==> config.mk <==
export PLATFORM = sky130hd
export DESIGN_NAME = rvc_capture_window
export DESIGN_NICKNAME = d
export VERILOG_FILES = /design/src/hw/rvc_pkg.sv /design/src/hw/rvc_stream_if.sv /design/src/hw/rvc_capture_window.sv /design/src/hw/rvc_fifo.sv /design/src/hw/rvc_line_sel.sv
export SDC_FILE = /design/constraint.sdc
export NUM_CORES = 1
export LEC_CHECK = 0
export BUFFER_PORTS_ARGS = -buffer_cell sky130_fd_sc_hd__buf_2
export CORE_MARGIN = 2
export CORE_UTILIZATION = 40
export CTS_CLUSTER_SIZE = 20
export DETAILED_ROUTE_END_ITERATION = 12
export SKIP_LAST_GASP = 1
export SLEW_MARGIN = 40
export SYNTH_ARGS = -nofsm -noshare
export SYNTH_HDL_FRONTEND = slang
export SYNTH_HIERARCHICAL = 1
export SYNTH_SLANG_ARGS = --single-unit
export TNS_END_PERCENT = 20
==> constraint.sdc <==
create_clock -name ref_clk -period 4.5 [get_ports ref_clk]
set_input_delay 0.675 -clock ref_clk [delete_from_list [all_inputs] [get_ports ref_clk]]
set_output_delay 0.675 -clock ref_clk [all_outputs]
set_load 0.01 [all_outputs]
==> src/hw/rvc_pkg.sv <==
// constants shared by the raw capture window block
package rvc_pkg;
	// register offsets
	localparam logic [7:0] CTRL_OFS  = 8'h11;
	localparam logic [7:0] START_OFS = 8'h12;
	localparam logic [7:0] STOPL_OFS = 8'h13;
	localparam logic [7:0] STOPH_OFS = 8'h14;
	localparam logic [7:0] MASKL_OFS = 8'h15;
	localparam logic [7:0] MASKM_OFS = 8'h16;
	localparam logic [7:0] MASKH_OFS = 8'h17;
	localparam logic [7:0] STAT_OFS  = 8'h20;

	// widths and depths
	localparam int DATA_W     = 8;
	localparam int HPOS_W     = 10;
	localparam int LINE_W     = 10;
	localparam int MASK_W     = 19;
	localparam int FIFO_DEPTH = 16;

	// reset values
	localparam logic [2:0] CTRL_RST  = 3'h0;
	localparam logic [7:0] START_RST = 8'h7A;
	localparam logic [7:0] STOPL_RST = 8'h4A;
	localparam logic [1:0] STOPH_RST = 2'h3;
	localparam logic [7:0] MASKL_RST = 8'hFE;
	localparam logic [7:0] MASKM_RST = 8'h1F;
	localparam logic [2:0] MASKH_RST = 3'h0;

	// control and status field positions
	localparam int CTRL_ODD_BIT   = 0;
	localparam int CTRL_EVEN_BIT  = 1;
	localparam int CTRL_ALL_BIT   = 2;
	localparam int STAT_WIN_BIT   = 0;
	localparam int STAT_SEL_BIT   = 1;
	localparam int STAT_OVF_BIT   = 2;
	localparam int STAT_EMPTY_BIT = 3;

	// first line of each field that mask bit 0 selects
	localparam logic [9:0] NTSC_ODD_BASE  = 10'h009;
	localparam logic [9:0] NTSC_EVEN_BASE = 10'h110;
	localparam logic [9:0] PAL_ODD_BASE   = 10'h005;
	localparam logic [9:0] PAL_EVEN_BASE  = 10'h13E;

	// horizontal counter timing: one step per two sample clocks
	localparam logic       STEP_LAST = 1'h1;
	localparam logic [9:0] HPOS_MAX  = 10'h3FF;
endpackage

==> src/hw/rvc_stream_if.sv <==
// valid/ready word stream between the window logic and the buffer
`timescale 1ns/10ps
interface rvc_stream_if;
	logic                       valid;
	logic                       ready;
	logic [rvc_pkg::DATA_W-1:0] data;

	modport src (output valid, output data, input ready);
	modport snk (input valid, input data, output ready);
endinterface

==> src/hw/rvc_capture_window.sv <==
// raw blanking-interval capture window: registers, line and sample selection
//
// Functional notes
// the 10-bit stop count is the low stop register as bits 7..0 and its high register bits 1..0 as bits 9..8.
// sampling on a line ends once the horizontal count reaches the stop count, in two-clock steps from line sync.
// the low eight stop count bits come out of reset as 4A hex.
// the upper two stop count bits reset to 11 binary and the other bits of that register read zero.
// a 19-bit line mask is held over three registers, and a one enables capture of the matching line.
// the mask resets to FE hex low, 1F hex middle, and zero in the top three bits and reserved bits.
// in the 525-line standard mask bit n picks line 9+n of the odd field and 272+n of the even field.
// in the 625-line standard mask bit n picks line 5+n of the odd field and 318+n of the even field.
// sampling starts at an 8-bit start count in two-clock steps from line sync, resetting to 7A hex.
// with the all-lines bit set every line of an enabled field is captured, else only masked lines.
// odd and even field enable bits gate capture, so a disabled field gives no lines at all.
// a horizontal counter restarts at each line sync, steps every two clocks, and sampling runs between start and stop.
`timescale 1ns/10ps
module rvc_capture_window (
	input  wire logic                            ref_clk,
	input  wire logic                            rst,
	input  wire logic                            clkEn,
	input  wire logic [7:0]                      regAddr,
	input  wire logic [7:0]                      regWrData,
	input  wire logic                            regWr,
	input  wire logic                            regRd,
	output logic      [7:0]                      regRdData,
	input  wire logic                            lineSyncStart,
	input  wire logic                            fieldEven,
	input  wire logic                            standard625,
	input  wire logic [rvc_pkg::LINE_W-1:0]      lineNum,
	input  wire logic                            sampleValid,
	input  wire logic [rvc_pkg::DATA_W-1:0]      sampleData,
	output logic                                 sampleReady,
	output logic                                 rawValid,
	output logic      [rvc_pkg::DATA_W-1:0]      rawData,
	input  wire logic                            rawReady
);
	// register state
	logic [2:0]                  ctrl_q, ctrl_d;
	logic [7:0]                  start_q, start_d;
	logic [7:0]                  stopLow_q, stopLow_d;
	logic [1:0]                  stopHigh_q, stopHigh_d;
	logic [7:0]                  maskLow_q, maskLow_d;
	logic [7:0]                  maskMid_q, maskMid_d;
	logic [2:0]                  maskHigh_q, maskHigh_d;
	logic                        ovf_q, ovf_d;
	logic [7:0]                  rdData_q, rdData_d;

	// horizontal state
	logic [rvc_pkg::HPOS_W-1:0]  hPos_q, hPos_d;
	logic                        phase_q, phase_d;

	// push stage into the buffer
	logic                        wrValid_q, wrValid_d;
	logic [rvc_pkg::DATA_W-1:0]  wrData_q, wrData_d;

	// derived values
	logic [rvc_pkg::HPOS_W-1:0]  stopCount;
	logic [rvc_pkg::MASK_W-1:0]  lineMask;
	logic [rvc_pkg::LINE_W-1:0]  lineBase;
	logic                        inWindow;
	logic                        fieldEn;
	logic                        maskHit;
	logic                        lineCapture;
	logic                        ovfEvent;

	rvc_stream_if pushIf ();

	// cascaded stop count and the full line mask
	assign stopCount = {stopHigh_q, stopLow_q};
	assign lineMask  = {maskHigh_q, maskMid_q, maskLow_q};

	// window open from the start count until the stop count is reached
	assign inWindow = (hPos_q >= {2'h0, start_q}) && (hPos_q < stopCount);

	// first line of the field by standard and field parity
	always_comb begin
		if (standard625) begin
			lineBase = fieldEven ? rvc_pkg::PAL_EVEN_BASE : rvc_pkg::PAL_ODD_BASE;
		end else begin
			lineBase = fieldEven ? rvc_pkg::NTSC_EVEN_BASE : rvc_pkg::NTSC_ODD_BASE;
		end
	end

	rvc_line_sel uLineSel (
		.lineNum  (lineNum),
		.lineBase (lineBase),
		.lineMask (lineMask),
		.maskHit  (maskHit)
	);

	// field gating and the all-lines override
	assign fieldEn     = fieldEven ? ctrl_q[rvc_pkg::CTRL_EVEN_BIT]
	                               : ctrl_q[rvc_pkg::CTRL_ODD_BIT];
	assign lineCapture = fieldEn && (ctrl_q[rvc_pkg::CTRL_ALL_BIT] || maskHit);

	// a word is lost when the buffer refuses the pushed word
	assign ovfEvent = wrValid_q && !pushIf.ready;

	// register file next values, write decode and read mux
	always_comb begin
		ctrl_d     = ctrl_q;
		start_d    = start_q;
		stopLow_d  = stopLow_q;
		stopHigh_d = stopHigh_q;
		maskLow_d  = maskLow_q;
		maskMid_d  = maskMid_q;
		maskHigh_d = maskHigh_q;
		ovf_d      = ovf_q;
		rdData_d   = 8'h00;
		if (regWr) begin
			if (regAddr == rvc_pkg::CTRL_OFS) begin
				ctrl_d = regWrData[2:0];
			end else if (regAddr == rvc_pkg::START_OFS) begin
				start_d = regWrData;
			end else if (regAddr == rvc_pkg::STOPL_OFS) begin
				stopLow_d = regWrData;
			end else if (regAddr == rvc_pkg::STOPH_OFS) begin
				stopHigh_d = regWrData[1:0];
			end else if (regAddr == rvc_pkg::MASKL_OFS) begin
				maskLow_d = regWrData;
			end else if (regAddr == rvc_pkg::MASKM_OFS) begin
				maskMid_d = regWrData;
			end else if (regAddr == rvc_pkg::MASKH_OFS) begin
				maskHigh_d = regWrData[2:0];
			end else if (regAddr == rvc_pkg::STAT_OFS) begin
				if (regWrData[rvc_pkg::STAT_OVF_BIT]) begin
					ovf_d = 1'h0;
				end
			end
		end
		if (ovfEvent) begin
			ovf_d = 1'h1; // set wins over a clear in the same cycle
		end
		if (regRd) begin
			if (regAddr == rvc_pkg::CTRL_OFS) begin
				rdData_d = {5'h00, ctrl_q};
			end else if (regAddr == rvc_pkg::START_OFS) begin
				rdData_d = start_q;
			end else if (regAddr == rvc_pkg::STOPL_OFS) begin
				rdData_d = stopLow_q;
			end else if (regAddr == rvc_pkg::STOPH_OFS) begin
				rdData_d = {6'h00, stopHigh_q};
			end else if (regAddr == rvc_pkg::MASKL_OFS) begin
				rdData_d = maskLow_q;
			end else if (regAddr == rvc_pkg::MASKM_OFS) begin
				rdData_d = maskMid_q;
			end else if (regAddr == rvc_pkg::MASKH_OFS) begin
				rdData_d = {5'h00, maskHigh_q};
			end else if (regAddr == rvc_pkg::STAT_OFS) begin
				rdData_d = 8'h00;
				rdData_d[rvc_pkg::STAT_WIN_BIT]   = inWindow;
				rdData_d[rvc_pkg::STAT_SEL_BIT]   = lineCapture;
				rdData_d[rvc_pkg::STAT_OVF_BIT]   = ovf_q;
				rdData_d[rvc_pkg::STAT_EMPTY_BIT] = !rawValid;
			end else begin
				rdData_d = 8'h00; // unmapped addresses read zero
			end
		end
	end

	// register file storage
	always_ff @(posedge ref_clk or posedge rst) begin
		if (rst) begin
			ctrl_q     <= rvc_pkg::CTRL_RST;
			start_q    <= rvc_pkg::START_RST;
			stopLow_q  <= rvc_pkg::STOPL_RST;
			stopHigh_q <= rvc_pkg::STOPH_RST;
			maskLow_q  <= rvc_pkg::MASKL_RST;
			maskMid_q  <= rvc_pkg::MASKM_RST;
			maskHigh_q <= rvc_pkg::MASKH_RST;
			ovf_q      <= 1'h0;
			rdData_q   <= 8'h00;
		end else if (clkEn) begin
			ctrl_q     <= ctrl_d;
			start_q    <= start_d;
			stopLow_q  <= stopLow_d;
			stopHigh_q <= stopHigh_d;
			maskLow_q  <= maskLow_d;
			maskMid_q  <= maskMid_d;
			maskHigh_q <= maskHigh_d;
			ovf_q      <= ovf_d;
			rdData_q   <= rdData_d;
		end
	end

	assign regRdData = rdData_q;

	// horizontal counter: restart on sync, one step per two clocks, saturate
	always_comb begin
		hPos_d  = hPos_q;
		phase_d = ~phase_q;
		if (lineSyncStart) begin
			hPos_d  = '0;
			phase_d = 1'h0;
		end else if ((phase_q == rvc_pkg::STEP_LAST) && (hPos_q != rvc_pkg::HPOS_MAX)) begin
			hPos_d = hPos_q + 10'h001;
		end
	end

	// horizontal counter storage
	always_ff @(posedge ref_clk or posedge rst) begin
		if (rst) begin
			hPos_q  <= '0;
			phase_q <= 1'h0;
		end else if (clkEn) begin
			hPos_q  <= hPos_d;
			phase_q <= phase_d;
		end
	end

	// capture a sample only inside the window on a selected line
	always_comb begin
		wrValid_d = sampleValid && inWindow && lineCapture;
		wrData_d  = sampleValid ? sampleData : wrData_q;
	end

	// push stage storage
	always_ff @(posedge ref_clk or posedge rst) begin
		if (rst) begin
			wrValid_q <= 1'h0;
			wrData_q  <= '0;
		end else if (clkEn) begin
			wrValid_q <= wrValid_d;
			wrData_q  <= wrData_d;
		end
	end

	assign pushIf.valid = wrValid_q;
	assign pushIf.data  = wrData_q;
	assign sampleReady  = pushIf.ready;

	rvc_fifo #(
		.WIDTH (rvc_pkg::DATA_W),
		.DEPTH (rvc_pkg::FIFO_DEPTH)
	) uFifo (
		.ref_clk (ref_clk),
		.rst     (rst),
		.clkEn   (clkEn),
		.wr      (pushIf.snk),
		.rdValid (rawValid),
		.rdData  (rawData),
		.rdReady (rawReady)
	);
endmodule

==> src/hw/rvc_fifo.sv <==
// flip-flop word buffer with valid/ready on both sides
`timescale 1ns/10ps
module rvc_fifo #(
	parameter int WIDTH = 8,
	parameter int DEPTH = 16
) (
	input  wire logic             ref_clk,
	input  wire logic             rst,
	input  wire logic             clkEn,
	rvc_stream_if.snk             wr,
	output logic                  rdValid,
	output logic [WIDTH-1:0]      rdData,
	input  wire logic             rdReady
);
	localparam int AW = $clog2(DEPTH);

	logic [WIDTH-1:0] mem_q [DEPTH];
	logic [WIDTH-1:0] mem_d [DEPTH];
	logic [AW:0]      wrPtr_q, wrPtr_d;
	logic [AW:0]      rdPtr_q, rdPtr_d;
	logic             full;
	logic             push;
	logic             pop;

	// honest full and empty from pointers with a wrap bit
	assign full    = (wrPtr_q[AW] != rdPtr_q[AW]) && (wrPtr_q[AW-1:0] == rdPtr_q[AW-1:0]);
	assign rdValid = (wrPtr_q != rdPtr_q);
	assign wr.ready = !full;
	assign push    = wr.valid && !full;
	assign pop     = rdValid && rdReady;
	assign rdData  = mem_q[rdPtr_q[AW-1:0]];

	// next pointers
	always_comb begin
		wrPtr_d = push ? wrPtr_q + 1'b1 : wrPtr_q;
		rdPtr_d = pop ? rdPtr_q + 1'b1 : rdPtr_q;
	end

	// next value of each entry
	for (genvar i = 0; i < DEPTH; i++) begin : gEntry
		always_comb begin
			mem_d[i] = (push && (wrPtr_q[AW-1:0] == AW'(i))) ? wr.data : mem_q[i];
		end
	end

	// state registers
	always_ff @(posedge ref_clk or posedge rst) begin
		if (rst) begin
			wrPtr_q <= '0;
			rdPtr_q <= '0;
			for (int i = 0; i < DEPTH; i++) begin
				mem_q[i] <= '0;
			end
		end else if (clkEn) begin
			wrPtr_q <= wrPtr_d;
			rdPtr_q <= rdPtr_d;
			for (int i = 0; i < DEPTH; i++) begin
				mem_q[i] <= mem_d[i];
			end
		end
	end
endmodule

==> src/hw/rvc_line_sel.sv <==
// maps the current line onto the 19-bit line mask
`timescale 1ns/10ps
module rvc_line_sel (
	input  wire logic [rvc_pkg::LINE_W-1:0] lineNum,
	input  wire logic [rvc_pkg::LINE_W-1:0] lineBase,
	input  wire logic [rvc_pkg::MASK_W-1:0] lineMask,
	output logic                            maskHit
);
	logic [rvc_pkg::MASK_W-1:0] hitVec;

	// mask bit n selects line base plus n
	for (genvar n = 0; n < rvc_pkg::MASK_W; n++) begin : gBit
		assign hitVec[n] = lineMask[n] && (lineNum == lineBase + rvc_pkg::LINE_W'(n));
	end

	assign maskHit = |hitVec;
endmodule

==> qor.txt <==
Synth top area share: 0.360
Actual slew at the worst max-slew pin: 822 ps
PwrDens: 362 nW/um^2
# nets final: 1,317
Reg clk slew, reported paths: 60 ps
Worst EP required: 4940 ps
Final min period: 3460 ps
Max-slew violation count: 0
Startpoint Class: input pin
Drt first pass iters: 5
Sequential element share of the synthesized area: 0.405
CP arrival: 3900 ps
Via density: 5.90
RSZ-0062 raised after global routing: no
Num rows: 65
Deepest clock path buffer count: 3
# hold bufs at CTS: 0
Global-route wire length before repair: 56,100 um
Initial core utilization: 0.407
Simple-Gate Fraction of Synth Area: 0.107
Synth Area in Compound Gates: 0.128
Via Count: 9,733
Largest net degree at the start of global routing: 119
P_leak: 6.44 nW
Reg area: 5210 um^2
Crit Path Category: input pin to register
Clock latency on the worst-skew pair: 510 ps
Largest family of logic cells by synthesized area: multiplexers
Post-synth EDFFs: 0
Filler Cells Inserted: 2,955
Final core occ: 0.455
Routed wire length: 34,900 um
Post-Syn Instances: 1,179
Multiplexer share of the synthesized area: 0.223
Clk_skew: 8.76 ps
Worst hold slack: 228 ps
Final Setup Violations: 0
Flop2flop setup slack: 2080 ps
Commonest non-fill, non-tap cell in the layout: dfrtp_1
Hold crit path type: input pin to asynchronous set/reset pin
Initial drt markers: 853
Synth area leaders: dfrtp_1, mux2_2, dfstp_2, mux4_2, ha_1
Most frequent cells in the layout: dfrtp_1, mux2_2, nand2_1
DRC errors left: 0
Dominant cell type by area after synthesis: dfrtp_1
Die area: 33,600 um^2
Main synth FF type: dfrtp_1
Ys Warns: 6
Vias in the first global route: 9,661
Detailed placement HPWL: 25,100 um
Routed wire per std cell: 21.1 um
Adder-Cell Fraction of Synth Area: 0.0409
Max_cap viols: 0
Hold Fails Final Rpt: 0
P&R area growth vs syn: 11.7%
Xor/xnor cell area share of the yosys netlist: 0.0604
Share of cells above drive strength 1: 0.285
Fin crit share: 0.768
Dpl cells: 1,609
Top Ports: 62
Post-DRT Antenna Nets: 0
Post-Route Setup TNS: 0 ps
Area occupied by multi-input gates: 7240 um^2
Total GRT Usage: 0.212
Synth Area per Inst: 10.9 um^2
Max VDD drop: 0.000222 V
# port buffers: 61
Initial antenna violation count: 2
Status: completed
Clock Sink Count: 207
Achievable frequency: 0.289 GHz
Gates resized, CTS repair: 0
Synthesized cell area: 12,800 um^2
Die Y-Extent: 183 um
Total CTS buffers: 22
Critical path peak fanout: 14
H-tree depth: 1
Postcts setup bufs: 0
Worst Setup End Kind: register
Grt ovf: 0
Async SR Flop Fraction: 1.00
Yosys reg bits: 207
Core ar.: 31,600 um^2
DIE WIDTH: 183 um
RD Place Congestion: 0.969
Max transition margin: 0.451
Synth cell types: 83
CTS tree: yes
Non-Filler Instances: 1,650
Clock root buffer master: clkbuf_16
## registers in the layout, indices dropped and copies added (netlist names), 8 cells and up
name,flops
uFifo/mem_q,128
hPos_q,10
maskLow_q,8
maskMid_q,8
pushIf.data,8
regRdData,8
start_q,8
stopLow_q,8
## where the power goes
part | switching (W) | internal, W | leakage, nW
Clock | 0.000735 | 0.00109 | 0.365
Combinational | 0.000797 | 0.000474 | 3.31
Sequential | 0.000181 | 0.00193 | 2.76
## worst max-delay path, cell delays in order
cell       delay [ps]
buf_2             260
ha_1              330
buf_4             260
ha_1              440
xnor3_1           300
nor3_1            330
o2111ai_1         170
nor4_1            300
nor4_1            110
nand4_1            90
o22a_1            130
o21ai_0           100
o22ai_1           180
o211ai_1          130
nand2_1            90
## logic make-up after synthesis
group | count (synthesis)
other cells | 1
buf+inv | 108
fa+ha+maj | 42
mux | 231
xor+xnor | 78
simple gates | 272
flops | 207
compound gates | 240
## per-layer routing
layer	vias up	routed length (um)	GRT usage
met5	-	8	0
met4	2	913	0.0528
met3	64	2180	0.0310
met2	355	15600	0.330
met1	4870	16200	0.311
li1	4442	-	-
## synth_stat cells, drive strengths merged (6+ instances only)
master	number
xnor2	56
nand3	43
nor2b	9
a211oi	17
nor4	10
mux2	174
o31ai	10
a22oi	14
a32oi	9
dfstp	22
ha	42
nor2	59
mux2i	33
a31oi	6
and2	6
or3	6
nand2b	9
mux4	24
nand2	71
o21ai	66
and3	6
nor3	22
o211ai	11
inv	45
o22ai	10
dfrtp	185
clkbuf	33
a21oi	57
nand4	16
buf	30
xor2	20
## cell type report
type / instances / area share
Sequential cell: 207 / 0.363
Multi-Input combinational cell: 871 / 0.505
Tap cell: 402 / 0.0350
Timing Repair Buffer: 84 / 0.0333
Clock buffer: 33 / 0.0469
Antenna cell: 1 / 0.000174
Clock inverter: 7 / 0.00436
Inverter: 45 / 0.0127
## through the flow
stage,total power (W),area (um^2),setup WS (ps)
after floorplan,0.00299,12900,129
after global placement,0.00338,13600,295
after detailed placement,0.00339,13600,619
after CTS,0.00523,14300,1030
after global routing,0.00546,14400,831
final,0.00520,14400,1040
## worst paths after layout
kind / end / depth (start not counted) / start
max: regRdData[1] / 15 / standard625
min: uFifo/mem_q[102] / 2 / rst
max in group asynchronous: maskLow_q[5] / 3 / rst
min reg2reg: uFifo/mem_q[72] / 1 / uFifo/mem_q[72]
max reg2reg: regRdData[3] / 6 / uFifo/rdPtr_q[1]
min in group ref_clk: pushIf.data[6] / 2 / sampleData[6]
Note: power is estimated with default switching activity, not from simulation.
